$ cat config.mk
export PLATFORM = sky130hd
export DESIGN_NAME = acmp_ctrl
export DESIGN_NICKNAME = d
export VERILOG_FILES = /design/src/shared/acmp_pkg.sv /design/src/acmp_ctrl.sv /design/src/acmp_channel.sv
export SDC_FILE = /design/constraint.sdc
export NUM_CORES = 1
export LEC_CHECK = 0
export BUFFER_PORTS_ARGS = -buffer_cell sky130_fd_sc_hd__buf_4
export CORE_AREA = 2 2 74 91
export CTS_CLUSTER_DIAMETER = 40
export DETAILED_ROUTE_END_ITERATION = 10
export DIE_AREA = 0 0 76 93
export PLACE_DENSITY = 0.86
export SYNTH_ARGS = -nofsm -noshare
export SYNTH_HDL_FRONTEND = slang
export SYNTH_HIERARCHICAL = 1
export SYNTH_SLANG_ARGS = --single-unit
$ cat constraint.sdc
create_clock -name clk_sys_i -period 4.75 [get_ports clk_sys_i]
set_clock_uncertainty 0.2 [all_clocks]
set_input_delay 0.2375 -clock clk_sys_i [delete_from_list [all_inputs] [get_ports clk_sys_i]]
set_output_delay 0.2375 -clock clk_sys_i [all_outputs]
set_load 0.005 [all_outputs]
$ cat src/shared/acmp_pkg.sv
// Constants shared by the dual comparator control block.
// Assumes a 200 MHz system clock and a 12-bit APB byte address.
package acmp_pkg;
    // Bus geometry
    localparam int ADDR_W = 12;
    localparam int DATA_W = 32;
    localparam int NUM_CMP = 2;

    // Register indices; the byte address is four times the index
    localparam logic [9:0] CTRL1_IDX = 10'h0AC;
    localparam logic [9:0] CTRL2_IDX = 10'h0AD;
    localparam logic [9:0] IRQ_STAT_IDX = 10'h0B0;
    localparam logic [9:0] IRQ_MASK_IDX = 10'h0B1;
    localparam logic [9:0] SETTLE_IDX = 10'h0B2;
    localparam logic [ADDR_W-1:0] CTRL1_ADDR = {CTRL1_IDX, 2'b00};
    localparam logic [ADDR_W-1:0] CTRL2_ADDR = {CTRL2_IDX, 2'b00};
    localparam logic [ADDR_W-1:0] IRQ_STAT_ADDR = {IRQ_STAT_IDX, 2'b00};
    localparam logic [ADDR_W-1:0] IRQ_MASK_ADDR = {IRQ_MASK_IDX, 2'b00};
    localparam logic [ADDR_W-1:0] SETTLE_ADDR = {SETTLE_IDX, 2'b00};

    // Control register field positions
    localparam int EN_BIT = 5;
    localparam int PSEL_BIT = 4;
    localparam int NSEL_BIT = 3;
    localparam int OE_BIT = 2;
    localparam int RES_BIT = 1;
    localparam int FLAG_BIT = 0;
    localparam int CTRL_W = 8;
    localparam logic [CTRL_W-1:0] CTRL_RESET = 8'h00;

    // Interrupt status and mask layout
    localparam int IRQ_W = 4;
    localparam int IRQ_CHG_LSB = 0;
    localparam int IRQ_SETTLE_LSB = 2;
    localparam logic [IRQ_W-1:0] IRQ_MASK_RESET = 4'h0;

    // Settling time after the first enable
    localparam int CLK_MHZ = 200;
    localparam int SETTLE_US = 10;
    localparam int SETTLE_CYCLES = SETTLE_US * CLK_MHZ;
    localparam int SETTLE_CNT_W = 12;
endpackage : acmp_pkg

$ cat src/acmp_ctrl.sv
// Control and status logic for two analog comparators, APB slave.
// Assumes the analog core and pads sit outside; raw results are async.
//
// Overview of operation
// RULE1: Enable bit five powers the comparator.
// RULE2: Software waits 10 us after first enable.
// RULE3: Bit four picks positive candidate A or B.
// RULE4: Bit three picks external or internal reference.
// RULE5: Output enable routes raw result to pin.
// RULE6: Bit one reads the synchronised result.
// RULE7: Result reads zero while comparator disabled.
// RULE8: Change flag sets on every result change.
// RULE9: Set change flag raises an enabled interrupt.
// RULE10: Flag cleared by writing zero or disabling.
// RULE11: Two identical comparators, two control registers.
// RULE12: Synchronised result; bits seven, six read zero.
`timescale 1ns/10ps
module acmp_ctrl #(
    parameter int SETTLE_CYCLES = acmp_pkg::SETTLE_CYCLES
) (
    input wire logic clk_sys_i,
    input wire logic rst_n_i,
    input wire logic psel_i,
    input wire logic penable_i,
    input wire logic pwrite_i,
    input wire logic [acmp_pkg::ADDR_W-1:0] paddr_i,
    input wire logic [acmp_pkg::DATA_W-1:0] pwdata_i,
    input wire logic [3:0] pstrb_i,
    output logic [acmp_pkg::DATA_W-1:0] prdata_o,
    output logic pready_o,
    output logic pslverr_o,
    output logic irq_o,
    input wire logic first_compare_raw_i,
    input wire logic second_compare_raw_i,
    output logic first_comparator_enable_o,
    output logic second_comparator_enable_o,
    output logic first_positive_input_select_o,
    output logic second_positive_input_select_o,
    output logic first_negative_input_select_o,
    output logic second_negative_input_select_o,
    output logic first_cmp_pin_o,
    output logic first_cmp_pin_oe_o,
    output logic second_cmp_pin_o,
    output logic second_cmp_pin_oe_o
);
    localparam int N = acmp_pkg::NUM_CMP;
    localparam int DW = acmp_pkg::DATA_W;
    localparam int IW = acmp_pkg::IRQ_W;
    localparam int CW = acmp_pkg::CTRL_W;
    localparam logic [CW-1:0] CR = acmp_pkg::CTRL_RESET;

    // Per-channel control state
    logic [N-1:0] en_ff;
    logic [N-1:0] psel_ff;
    logic [N-1:0] nsel_ff;
    logic [N-1:0] oe_ff;
    logic [N-1:0] route_ff;

    // Interrupt state
    logic [IW-1:0] irq_stat_ff;
    logic [IW-1:0] irq_mask_ff;
    logic irq_ff;

    // Bus answer state
    logic [DW-1:0] prdata_ff;
    logic pready_ff;
    logic pslverr_ff;

    // Channel results
    logic [N-1:0] result_w;
    logic [N-1:0] flag_w;
    logic [N-1:0] change_w;
    logic [N-1:0] settled_w;
    logic [N-1:0] settle_done_w;
    logic [N-1:0] ctrl_hit_w;
    logic [N-1:0] ctrl_wr_w;
    logic [N-1:0] flag_clr_w;
    logic [CW-1:0] ctrl_rd_w [N];

    wire [N-1:0] raw_w = {second_compare_raw_i, first_compare_raw_i};

    // Address decode
    wire setup_w = psel_i & ~penable_i;
    wire access_w = psel_i & penable_i & pready_ff;
    wire wr_w = access_w & pwrite_i & pstrb_i[0];
    wire rd_w = access_w & ~pwrite_i;
    assign ctrl_hit_w[0] = paddr_i == acmp_pkg::CTRL1_ADDR; // see RULE11
    assign ctrl_hit_w[1] = paddr_i == acmp_pkg::CTRL2_ADDR; // see RULE11
    wire stat_hit_w = paddr_i == acmp_pkg::IRQ_STAT_ADDR;
    wire mask_hit_w = paddr_i == acmp_pkg::IRQ_MASK_ADDR;
    wire settle_hit_w = paddr_i == acmp_pkg::SETTLE_ADDR;
    wire mapped_w = |ctrl_hit_w | stat_hit_w | mask_hit_w | settle_hit_w;
    assign ctrl_wr_w = {N{wr_w}} & ctrl_hit_w;
    wire mask_wr_w = wr_w & mask_hit_w;
    // Status is cleared only for bits that were actually returned
    wire stat_rd_w = rd_w & stat_hit_w;

    genvar g;
    generate
        for (g = 0; g < N; g++) begin : g_cmp
            // Writing zero to the flag bit clears it
            assign flag_clr_w[g] =
                ctrl_wr_w[g] & ~pwdata_i[acmp_pkg::FLAG_BIT]; // see RULE10

            // Upper reserved bits read as zero
            always_comb begin
                ctrl_rd_w[g] = CR;
                ctrl_rd_w[g][acmp_pkg::EN_BIT] = en_ff[g];
                ctrl_rd_w[g][acmp_pkg::PSEL_BIT] = psel_ff[g];
                ctrl_rd_w[g][acmp_pkg::NSEL_BIT] = nsel_ff[g];
                ctrl_rd_w[g][acmp_pkg::OE_BIT] = oe_ff[g];
                ctrl_rd_w[g][acmp_pkg::RES_BIT] = result_w[g]; // see RULE6
                ctrl_rd_w[g][acmp_pkg::FLAG_BIT] = flag_w[g];
            end // see RULE12

            acmp_channel #(
                .SETTLE_CYCLES(SETTLE_CYCLES)
            ) u_chan (
                .clk_sys_i(clk_sys_i),
                .rst_n_i(rst_n_i),
                .raw_i(raw_w[g]),
                .enable_i(en_ff[g]),
                .flag_clr_i(flag_clr_w[g]),
                .result_o(result_w[g]),
                .flag_o(flag_w[g]),
                .change_o(change_w[g]),
                .settled_o(settled_w[g]),
                .settle_done_o(settle_done_w[g])
            );

            always_ff @(posedge clk_sys_i or negedge rst_n_i) begin
                if (!rst_n_i) begin
                    en_ff[g] <= CR[acmp_pkg::EN_BIT];
                    psel_ff[g] <= CR[acmp_pkg::PSEL_BIT];
                    nsel_ff[g] <= CR[acmp_pkg::NSEL_BIT];
                    oe_ff[g] <= CR[acmp_pkg::OE_BIT];
                end else if (ctrl_wr_w[g]) begin
                    en_ff[g] <= pwdata_i[acmp_pkg::EN_BIT]; // see RULE1
                    psel_ff[g] <= pwdata_i[acmp_pkg::PSEL_BIT]; // see RULE3
                    nsel_ff[g] <= pwdata_i[acmp_pkg::NSEL_BIT]; // see RULE4
                    oe_ff[g] <= pwdata_i[acmp_pkg::OE_BIT];
                end
            end

            // Pin routed only while enabled and output enabled
            always_ff @(posedge clk_sys_i or negedge rst_n_i) begin
                if (!rst_n_i) begin
                    route_ff[g] <= 1'b0;
                end else begin
                    route_ff[g] <= en_ff[g] & oe_ff[g]; // see RULE5
                end
            end
        end
    endgenerate

    // Events: result change while enabled, and settle time elapsed
    wire [IW-1:0] irq_evt_w = {settle_done_w, change_w}; // see RULE9
    wire [IW-1:0] irq_clr_w =
        stat_rd_w ? prdata_ff[IW-1:0] : {IW{1'b0}};
    // Set wins over the read clear
    wire [IW-1:0] nxt_irq_stat = (irq_stat_ff & ~irq_clr_w) | irq_evt_w;
    wire [IW-1:0] nxt_irq_mask =
        mask_wr_w ? pwdata_i[IW-1:0] : irq_mask_ff;

    always_ff @(posedge clk_sys_i or negedge rst_n_i) begin
        if (!rst_n_i) begin
            irq_stat_ff <= '0;
            irq_mask_ff <= acmp_pkg::IRQ_MASK_RESET;
            irq_ff <= 1'b0;
        end else begin
            irq_stat_ff <= nxt_irq_stat;
            irq_mask_ff <= nxt_irq_mask;
            irq_ff <= |(nxt_irq_stat & nxt_irq_mask); // see RULE9
        end
    end

    // Read data is captured in setup; one-cycle access phase follows
    logic [DW-1:0] rd_mux_w;
    always_comb begin
        rd_mux_w = '0;
        if (ctrl_hit_w[0]) begin
            rd_mux_w[CW-1:0] = ctrl_rd_w[0];
        end else if (ctrl_hit_w[1]) begin
            rd_mux_w[CW-1:0] = ctrl_rd_w[1];
        end else if (stat_hit_w) begin
            rd_mux_w[IW-1:0] = irq_stat_ff;
        end else if (mask_hit_w) begin
            rd_mux_w[IW-1:0] = irq_mask_ff;
        end else if (settle_hit_w) begin
            rd_mux_w[N-1:0] = settled_w;
        end
    end

    always_ff @(posedge clk_sys_i or negedge rst_n_i) begin
        if (!rst_n_i) begin
            prdata_ff <= '0;
            pready_ff <= 1'b0;
            pslverr_ff <= 1'b0;
        end else begin
            prdata_ff <= (setup_w && !pwrite_i) ? rd_mux_w : '0;
            pready_ff <= setup_w;
            pslverr_ff <= setup_w & ~mapped_w;
        end
    end

    assign prdata_o = prdata_ff;
    assign pready_o = pready_ff;
    assign pslverr_o = pslverr_ff;
    assign irq_o = irq_ff;
    assign first_comparator_enable_o = en_ff[0];
    assign second_comparator_enable_o = en_ff[1];
    assign first_positive_input_select_o = psel_ff[0];
    assign second_positive_input_select_o = psel_ff[1];
    assign first_negative_input_select_o = nsel_ff[0];
    assign second_negative_input_select_o = nsel_ff[1];
    // Raw path stays unsynchronised on purpose; pin follows the analog edge
    assign first_cmp_pin_o = first_compare_raw_i & route_ff[0]; // see RULE5
    assign second_cmp_pin_o = second_compare_raw_i & route_ff[1];
    assign first_cmp_pin_oe_o = route_ff[0];
    assign second_cmp_pin_oe_o = route_ff[1];
endmodule : acmp_ctrl

$ cat src/acmp_channel.sv
// One comparator channel: result synchroniser, change flag, settle timer.
// Assumes raw_i is asynchronous to clk_sys_i; enable_i is on clk_sys_i.
`timescale 1ns/10ps
module acmp_channel #(
    parameter int SETTLE_CYCLES = acmp_pkg::SETTLE_CYCLES
) (
    input wire logic clk_sys_i,
    input wire logic rst_n_i,
    input wire logic raw_i,
    input wire logic enable_i,
    input wire logic flag_clr_i,
    output logic result_o,
    output logic flag_o,
    output logic change_o,
    output logic settled_o,
    output logic settle_done_o
);
    localparam int CW = acmp_pkg::SETTLE_CNT_W;
    localparam logic [CW-1:0] LAST = CW'(SETTLE_CYCLES - 1);

    logic sync1_ff;
    logic sync2_ff;
    logic sync3_ff;
    logic result_ff;
    logic flag_ff;
    logic started_ff;
    logic settled_ff;
    logic [CW-1:0] cnt_ff;

    // A sample counts only once the two later stages agree
    wire sync_stable = sync2_ff == sync3_ff;
    wire nxt_result = enable_i & (sync_stable ? sync3_ff : result_ff);
    // Forced drop on disable is not a comparator event
    wire change_w = enable_i & (nxt_result != result_ff);
    // Hardware set wins over a software clear in the same cycle
    wire nxt_flag = enable_i & (change_w | (flag_ff & ~flag_clr_i));
    wire counting = (started_ff | enable_i) & ~settled_ff;
    wire cnt_last = counting & (cnt_ff == LAST);

    always_ff @(posedge clk_sys_i or negedge rst_n_i) begin
        if (!rst_n_i) begin
            sync1_ff <= 1'b0;
            sync2_ff <= 1'b0;
            sync3_ff <= 1'b0;
        end else begin
            sync1_ff <= raw_i;
            sync2_ff <= sync1_ff;
            sync3_ff <= sync2_ff;
        end
    end

    always_ff @(posedge clk_sys_i or negedge rst_n_i) begin
        if (!rst_n_i) begin
            result_ff <= 1'b0;
            flag_ff <= 1'b0;
        end else begin
            result_ff <= nxt_result; // see RULE6 see RULE7 see RULE12
            flag_ff <= nxt_flag; // see RULE8 see RULE10
        end
    end

    // Timer runs once, from the first enable, even if disabled meanwhile
    always_ff @(posedge clk_sys_i or negedge rst_n_i) begin
        if (!rst_n_i) begin
            started_ff <= 1'b0;
            settled_ff <= 1'b0;
            cnt_ff <= '0;
        end else begin
            started_ff <= started_ff | enable_i;
            settled_ff <= settled_ff | cnt_last; // see RULE2
            if (counting && !cnt_last) begin
                cnt_ff <= cnt_ff + CW'(1);
            end
        end
    end

    assign result_o = result_ff;
    assign flag_o = flag_ff;
    assign change_o = change_w;
    assign settled_o = settled_ff;
    assign settle_done_o = cnt_last;
endmodule : acmp_channel

### Word-level counts from Yosys, hierarchy flattened

Index checks and enable logic that the tools add are counted.

* output and inout bits: 45
* register bits: 67

* add/sub/neg operators: 2
* muxes and demuxes: 12
* eq/ne operators: 11
* reduce and logical (&&, ||, !) cells: 8
* bitwise operators: 49

Operator list (number)
* $eq A12 B10 Y1 const B: 5
* $and A1 B1 Y1: 27
* $add A12 B1 Y12 const B: 2
* $eq A12 B11 Y1 const B: 2
* $mux W4: 4
* $mux W8: 2
* $or A1 B1 Y1: 9
* $and A4 B4 Y4: 2
* $mux W2: 4
* $not A1 Y1: 8
* $not A4 Y4: 1
* $or A4 B4 Y4: 1
* $reduce_or A4 Y1: 1
* $logic_and A1 B1 Y1: 3
* $logic_not A1 Y1: 3
* $and A2 B2 Y2: 1
* $eq A1 B1 Y1: 2
* $mux W1: 2
* $ne A1 B1 Y1: 2
* $reduce_or A2 Y1: 1

### Depth between registers and ports, before layout

Gate-level depths: netlist (run 1).

* depth in word-level cells: 10
* mapped depth: 9
* mapped depth without buffers: 8

### By module

The synthesis (run 1) kept the hierarchy.

By module, submodules not included
* acmp_channel: seq. area each 475.5 um^2, area each 865.8 um^2, cells each 76, instances 2
* acmp_ctrl: seq. area each 675.6 um^2, area each 1584.0 um^2, cells each 151, instances 1

### Worst setup path after synthesis (run 1)

Ideal clock, no wire load.

* path type: input to register
* from: in paddr_i[8] in the netlist's numbering
* to: reg oe_ff[0], in the netlist ctrl_rd_w[10]
* setup time: 0.125 ns
* data required time: 4.425 ns
* slack: 2.657 ns
* arrival: 1.768 ns
* stages on the path: 5
* buffers on the path: 0
* cells stage by stage: or4b_4 > or2_4 > nor3_4 > nand2_4 > mux2_4

* word-level cells in the longest chain between the ends: 2

Ends and longest elaborated chain
* from (decl): line acmp_ctrl.sv:26 `input wire logic [acmp_pkg::ADDR_W-1:0] paddr_i,`
* $eq A12 B10 Y1: line acmp_ctrl.sv:87 `assign ctrl_hit_w[0] = paddr_i == acmp_pkg::CTRL1_ADDR;`
* $and A2 B2 Y2: line acmp_ctrl.sv:93 `assign ctrl_wr_w = {N{wr_w}} & ctrl_hit_w;`
* to (signal, indexed assignment): line acmp_ctrl.sv:136 `oe_ff[g] <= CR[acmp_pkg::OE_BIT];`
* to (signal, indexed assignment): line acmp_ctrl.sv:141 `oe_ff[g] <= pwdata_i[acmp_pkg::OE_BIT];`
* to (decl): line acmp_ctrl.sv:56 `logic [N-1:0] oe_ff;`

Every way passes these cells.
A chain may end at the register's enable or synchronous reset.

### Worst setup path in the final report (run 1)

* from: in penable_i
* to: reg g_cmp[1].u_chan.flag_ff

* word-level cells in the longest chain between the ends: 10

Ends and longest elaborated chain
* from (decl): line acmp_ctrl.sv:24 `input wire logic penable_i,`
* $and A1 B1 Y1 (2 in a row): line acmp_ctrl.sv:84 `wire access_w = psel_i & penable_i & pready_ff;`
* $and A1 B1 Y1 (2 in a row): line acmp_ctrl.sv:85 `wire wr_w = access_w & pwrite_i & pstrb_i[0];`
* $and A2 B2 Y2: line acmp_ctrl.sv:93
* $and A1 B1 Y1: line acmp_ctrl.sv:103 `ctrl_wr_w[g] & ~pwdata_i[acmp_pkg::FLAG_BIT];`
* via flag_clr_w[1]: line acmp_ctrl.sv:77 `logic [N-1:0] flag_clr_w;`
* $not A1 Y1: line acmp_channel.sv:36 `wire nxt_flag = enable_i & (change_w | (flag_ff & ~flag_clr_i));`
* $and A1 B1 Y1: line acmp_channel.sv:36
* $or A1 B1 Y1: line acmp_channel.sv:36
* $and A1 B1 Y1: line acmp_channel.sv:36
* via g_cmp[1].u_chan.nxt_flag: line acmp_channel.sv:36
* to (signal assigned): line acmp_channel.sv:58 `flag_ff <= nxt_flag;`
* to (decl): line acmp_channel.sv:25 `logic flag_ff;`

The timed path passes the listed nets, and every way through them passes these cells.

==> results of run 1 <==
==> routing by layer <==
metal	routed length, um	track usage [%]	vias to the layer above	share of wire [%]
li1	-	-	1130	-
met1	2900	25.0	1174	40
met2	3640	35.2	74	51
met3	354	5.98	21	4.9
met4	275	11.2	0	3.8
met5	0	0	-	0
==> per-stage QoR <==
step,power (uW),setup slack (ns),util (%),std cells
2_1_floorplan,603,2.66,-,328
5_1_grt,1130,2.23,62.8,451
3_3_place_gp,621,2.26,58.1,426
6_report,1090,2.40,62.8,451
3_5_place_dp,623,2.24,58.1,426
4_1_cts,1090,2.43,62.8,451
==> synthesized netlist by cell type (all sizes together) (4+ instances only) <==
library cell   n
a21boi         6
a21oi         20
and2           8
and3          10
buf           31
dfrtp         65
mux2          10
nand2         26
nand3          9
nor2          24
nor2b          5
nor3           6
nor4b          6
o211ai         4
o21ai          8
or2            7
xnor2         10
xor2           8
==> path summary, 6_finish.rpt <==
| path | start | to | slack (ns) | cells after the start |
|---|---|---|---|---|
| worst max register to register | g_cmp[0].u_chan/cnt_ff[0] | irq_o | 2.53 | 8 |
| worst min register to register | g_cmp[1].u_chan/sync1_ff | g_cmp[1].u_chan/sync2_ff | 0.15 | 0 |
| worst max-delay path | penable_i | g_cmp[1].u_chan/flag_o | 2.40 | 8 |
| min in group asynchronous | rst_n_i | g_cmp[0].u_chan/result_o | 0.33 | 2 |
| max in group asynchronous | rst_n_i | g_cmp[1].u_chan/cnt_ff[7] | 3.49 | 2 |
| worst min-delay path | pwdata_i[1] | irq_mask_ff[1] | 0.04 | 3 |
==> flip-flops by register name, summed over array words and instances (netlist names), 4 cells and up <==
signal / cells
g_cmp.u_chan/cnt_ff: 24
prdata_o: 6
irq_mask_ff: 4
irq_stat_ff: 4
==> area by class of cell <==
type | instances | area share [%]
Sequential cell | 65 | 41.8
Multi-Input combinational cell | 231 | 39.6
Timing Repair Buffer | 53 | 10.8
Clock buffer | 11 | 3.63
Tap cell | 85 | 2.73
Clock inverter | 5 | 1.41
Inverter | 1 | 0.0964
==> worst min-delay path: cells and delay by family <==
kind | cells | cell delay [ns]
buffers and inverters | 1 | 0.07
and+or+nand+nor | 2 | 0.24
==> where the power goes <==
| group | switching (uW) | internal (uW) | leakage [uW] |
|---|---|---|---|
| Sequential | 3.44 | 558 | 0.000871 |
| Combinational | 32.3 | 24.9 | 0.000913 |
| Clock | 212 | 255 | 0.0000953 |
==> logic make-up (layout without fill, tap and decap cells) <==
kind of cell	after synthesis	after routing	synth area share (%)
AO/OA/AOI/OAI	55	55	12.2
AND/OR/NAND/NOR	120	120	21.7
other	1	26	0.113
adder cells (fa/ha/maj)	2	2	0.755
buffers and inverters	32	70	7.28
flip-flops	65	65	49.1
multiplexers	10	10	4.08
XOR/XNOR	18	18	4.75
==> what timing repair did <==
item                                    4_1_cts  5_1_grt
endpoints found under the setup margin        0        0
endpoints found under the hold margin        76        0
hold buffers                                  9        0
==> impl_metrics.env, run 1 <==
export IMPL_cts_buffer_depth=2
export IMPL_synth_warnings=6
export IMPL_grt_pass1_wl_mm=11.6
export IMPL_yosysTopAreaCellShare_pct=49.1
export IMPL_drive_gt1_share_pct=26.2
export IMPL_drt_total_wl_mm=7.17
export IMPL_via_per_inst=5.32
export IMPL_clk_latency_ns=0.34
export IMPL_clk_transition_reported_paths_ns=0.07
export IMPL_placed_area_um2=3610
export IMPL_gp_congestion=0.979
export IMPL_grt_pass1_vias=2295
export IMPL_drtPass1Iterations=5
export IMPL_multiInputGateArea_um2=1540
export IMPL_final_max_slew_viol_count=0
export IMPL_slowest_stage="nor2_1"
export IMPL_cts_tree="done"
export IMPL_setup_viol=0
export IMPL_synth_top_area_cell="dfrtp_1"
export IMPL_grt_max_degree=66
export IMPL_maxCapViolCount=0
export IMPL_grt_overflow=0
export IMPL_synth_cell_types=50
export IMPL_crit_family="simple AND/OR/NAND/NOR gates"
export IMPL_cts_resized=0
export IMPL_ys_seq_area_share_pct=49.1
export IMPL_synth_edff_count=0
export IMPL_criticalPathCategory="input pin to register"
export IMPL_drtIter0Drc=212
export IMPL_critPathBufInv=2
export IMPL_start_kind="input pin"
export IMPL_period_needed_ns=2.35
export IMPL_holdWs_ns=0.0383
export IMPL_post_cts_buffers=0
export IMPL_core_area_um2=6210
export IMPL_fin_crit_sh_pct=49.5
export IMPL_ant_nets=0
export IMPL_hold_viol=0
export IMPL_arrival_ns=2.38
export IMPL_worstMarginPinSlew_ns=0.827
export IMPL_n_antenna_cell=0
export IMPL_final_cell_mix="65 x dfrtp_1, 44 x buf_4, 26 x conb_1"
export IMPL_status="complete, no violations"
export IMPL_syn_area_um2=3320
export IMPL_required_ns=4.78
export IMPL_fmax_ghz=0.426
export IMPL_numCtsBuffers=9
export IMPL_antenna_found_initial=0
export IMPL_start_util_pct=53.4
export IMPL_ys_async_sr_fraction_pct=100
export IMPL_cts_sinks=65
export IMPL_p_leak_uw=0.00188
export IMPL_ys_seq_elements=65
export IMPL_powerDensity_nw_per_um2=279
export IMPL_dominantRegCellSynth="dfrtp_1"
export IMPL_maxSlewHeadroom_pct=44.3
export IMPL_io_buffers=44
export IMPL_tns_ns=0
export IMPL_regArea_um2=1630
export IMPL_die_h_um=93
export IMPL_crit_fanout=10
export IMPL_num_rows=32
export IMPL_num_fill_cells=485
export IMPL_stdcell_area_um2=3890
export IMPL_synthTopCellsByArea="dfrtp_1 49%, buf_4 6.3%, nand2_1 2.8%"
export IMPL_cp_end_kind="register"
export IMPL_die_area_um2=7070
export IMPL_dr_total_vias=2399
export IMPL_worstHoldPathType="input pin to register"
export IMPL_path_cells="dlygate4sd3_1 -> buf_4 -> nand3_1 -> nor2_1 -> nand2_1 -> nor2_1 -> nor2b_1 -> o21a_1"
export IMPL_wire_per_inst_um=15.9
export IMPL_cts_htree_levels=3
export IMPL_rsz0062_at_grt="false"
export IMPL_cts_root_buf="clkbuf_8"
export IMPL_cp_common_cell="nor2_1"
export IMPL_synthCells=303
export IMPL_die_w_um=76
export IMPL_dp_hpwl_mm=5.11
export IMPL_final_common_cell="dfrtp_1"
export IMPL_ioPinCount=100
export IMPL_cpPeakStageDelay_ns=0.61
export IMPL_drc=0
export IMPL_syn_to_final_growth_pct=17.5
export IMPL_syn_avg_cell_area_um2=10.9
export IMPL_final_nets=418
export IMPL_vdd_drop_max_mv=0.109
export IMPL_grt_use_total_pct=21.1
(Power assumes the default switching activity.)
==> run 2: changes to the inputs <==
- CORE_AREA: 2 2 74 91 -> 2 2 76 93
- DIE_AREA: 0 0 76 93 -> 0 0 78 95
- PLACE_DENSITY: 0.86 -> 0.82
- clock period: 4.75 -> 2.25 ns (I/O delays scaled with it)
==> impl_metrics.env, run 2 (synthesis results as in run 1) <==
export IMPL_wire_per_inst_um=14.8
export IMPL_drive_gt1_share_pct=28.4
export IMPL_holdWs_ns=0.0498
export IMPL_cts_buffer_depth=2
export IMPL_numCtsBuffers=9
export IMPL_power_total_uw=2380
export IMPL_criticalPathCategory="register to register"
export IMPL_rsz0062_at_grt="false"
export IMPL_cts_sinks=65
export IMPL_drtIter0Drc=120
export IMPL_reg2reg_depth=7
export IMPL_die_h_um=95
export IMPL_setup_viol=0
export IMPL_stdcell_area_um2=4030
export IMPL_drc=0
export IMPL_fmax_ghz=0.499
export IMPL_via_per_inst=5.24
export IMPL_hold_path_depth=4
export IMPL_dr_total_vias=2445
export IMPL_die_area_um2=7410
export IMPL_syn_to_final_growth_pct=21.6
export IMPL_final_nets=432
export IMPL_start_kind="register"
export IMPL_clk_latency_ns=0.34
export IMPL_placed_area_um2=3690
export IMPL_maxSlewHeadroom_pct=47.8
export IMPL_max_flop_register="g_cmp.u_chan/cnt_ff"
export IMPL_die_w_um=78
export IMPL_final_cell_mix="65 x dfrtp_1, 55 x buf_4, 26 x conb_1"
export IMPL_powerDensity_nw_per_um2=590
export IMPL_antenna_found_initial=0
export IMPL_num_rows=33
export IMPL_maxCapViolCount=0
export IMPL_p_leak_uw=0.00197
export IMPL_arrival_ns=2.08
export IMPL_drt_total_wl_mm=6.90
export IMPL_worstMarginPinSlew_ns=0.783
export IMPL_grt_use_total_pct=19.6
export IMPL_worst_r2r_setup_slack_ns=0.25
export IMPL_io_buffers=44
export IMPL_drtPass1Iterations=4
export IMPL_pre_cts_ws_ns=0.104
export IMPL_status="complete, no violations"
export IMPL_tns_ns=0
export IMPL_grt_pass1_wl_mm=11.1
export IMPL_grt_pass1_vias=2339
export IMPL_post_cts_buffers=0
export IMPL_gp_congestion=0.968
export IMPL_period_needed_ns=2.00
export IMPL_ioPinCount=100
export IMPL_cts_htree_levels=3
export IMPL_grt_max_degree=66
export IMPL_grt_overflow=0
export IMPL_crit_fanout=4
export IMPL_dp_hpwl_mm=4.98
export IMPL_num_fill_cells=538
export IMPL_largest_register_ff_count=24
export IMPL_cts_root_buf="clkbuf_8"
export IMPL_start_util_pct=50.2
export IMPL_vdd_drop_max_mv=0.281
export IMPL_cts_resized=0
export IMPL_required_ns=2.32
export IMPL_n_antenna_cell=0
export IMPL_core_area_um2=6610
export IMPL_worstHoldPathType="input pin to register"
export IMPL_hold_buffers=12
export IMPL_cp_end_kind="register"
export IMPL_hold_viol=0
export IMPL_final_max_slew_viol_count=0
export IMPL_setup_ws_ns=0.245
export IMPL_fin_crit_sh_pct=89.1
export IMPL_cts_tree="done"
export IMPL_ant_nets=0
export IMPL_final_common_cell="dfrtp_1"
export IMPL_clk_transition_reported_paths_ns=0.08
[run 2: cell type report]
cell class / instances / area (um2) / share of cell area (%)
multi-input cells: 231 / 1540 / 38.2
repair buffers: 67 / 533 / 13.2
inverters: 1 / 3.75 / 0.0931
well taps: 87 / 109 / 2.70
flip-flops and latches: 65 / 1630 / 40.3
clock buffers: 9 / 124 / 3.07
clock inverters: 7 / 95.1 / 2.36
[run 2: power breakdown]
group,internal (uW),switching [uW]
logic,56.3,68.6
clock network,623,448
registers,1180,6.83
[run 2: worst paths after layout]
path                                      startpoint                        end
max                        g_cmp[1].u_chan/cnt_ff[4]                      irq_o
min                                       paddr_i[0]                  pslverr_o
max reg2reg                g_cmp[1].u_chan/cnt_ff[4]                      irq_o
min reg2reg                 g_cmp[1].u_chan/sync1_ff   g_cmp[1].u_chan/sync2_ff
max in group asynchronous                    rst_n_i  g_cmp[1].u_chan/cnt_ff[6]
min in group asynchronous                    rst_n_i     g_cmp[0].u_chan/flag_o
[run 2: per-layer routing]
metal | vias up | share of wire [%] | global-route usage (%)
met2 | 77 | 53 | 36.0
met1 | 1190 | 39 | 21.2
met3 | 15 | 5.0 | 4.78
li1 | 1163 | - | -
met5 | - | 0 | 0
met4 | 0 | 2.4 | 9.36
[run 2: metrics by stage]
stage / cells / util (%)
floorplan: 328 / -
global placement: 439 / 55.9
detailed placement: 439 / 55.9
CTS: 467 / 61.0
global route: 467 / 61.0
finish: 467 / 61.0
[run 2: worst max-delay path: stages (launching register included)]
cell	delay [ns]
dfrtp_1	0.43
nor4b_2	0.34
and3_1	0.22
nor2b_1	0.22
nor4b_1	0.08
a21oi_1	0.20
o21ai_0	0.13
nand4_1	0.11
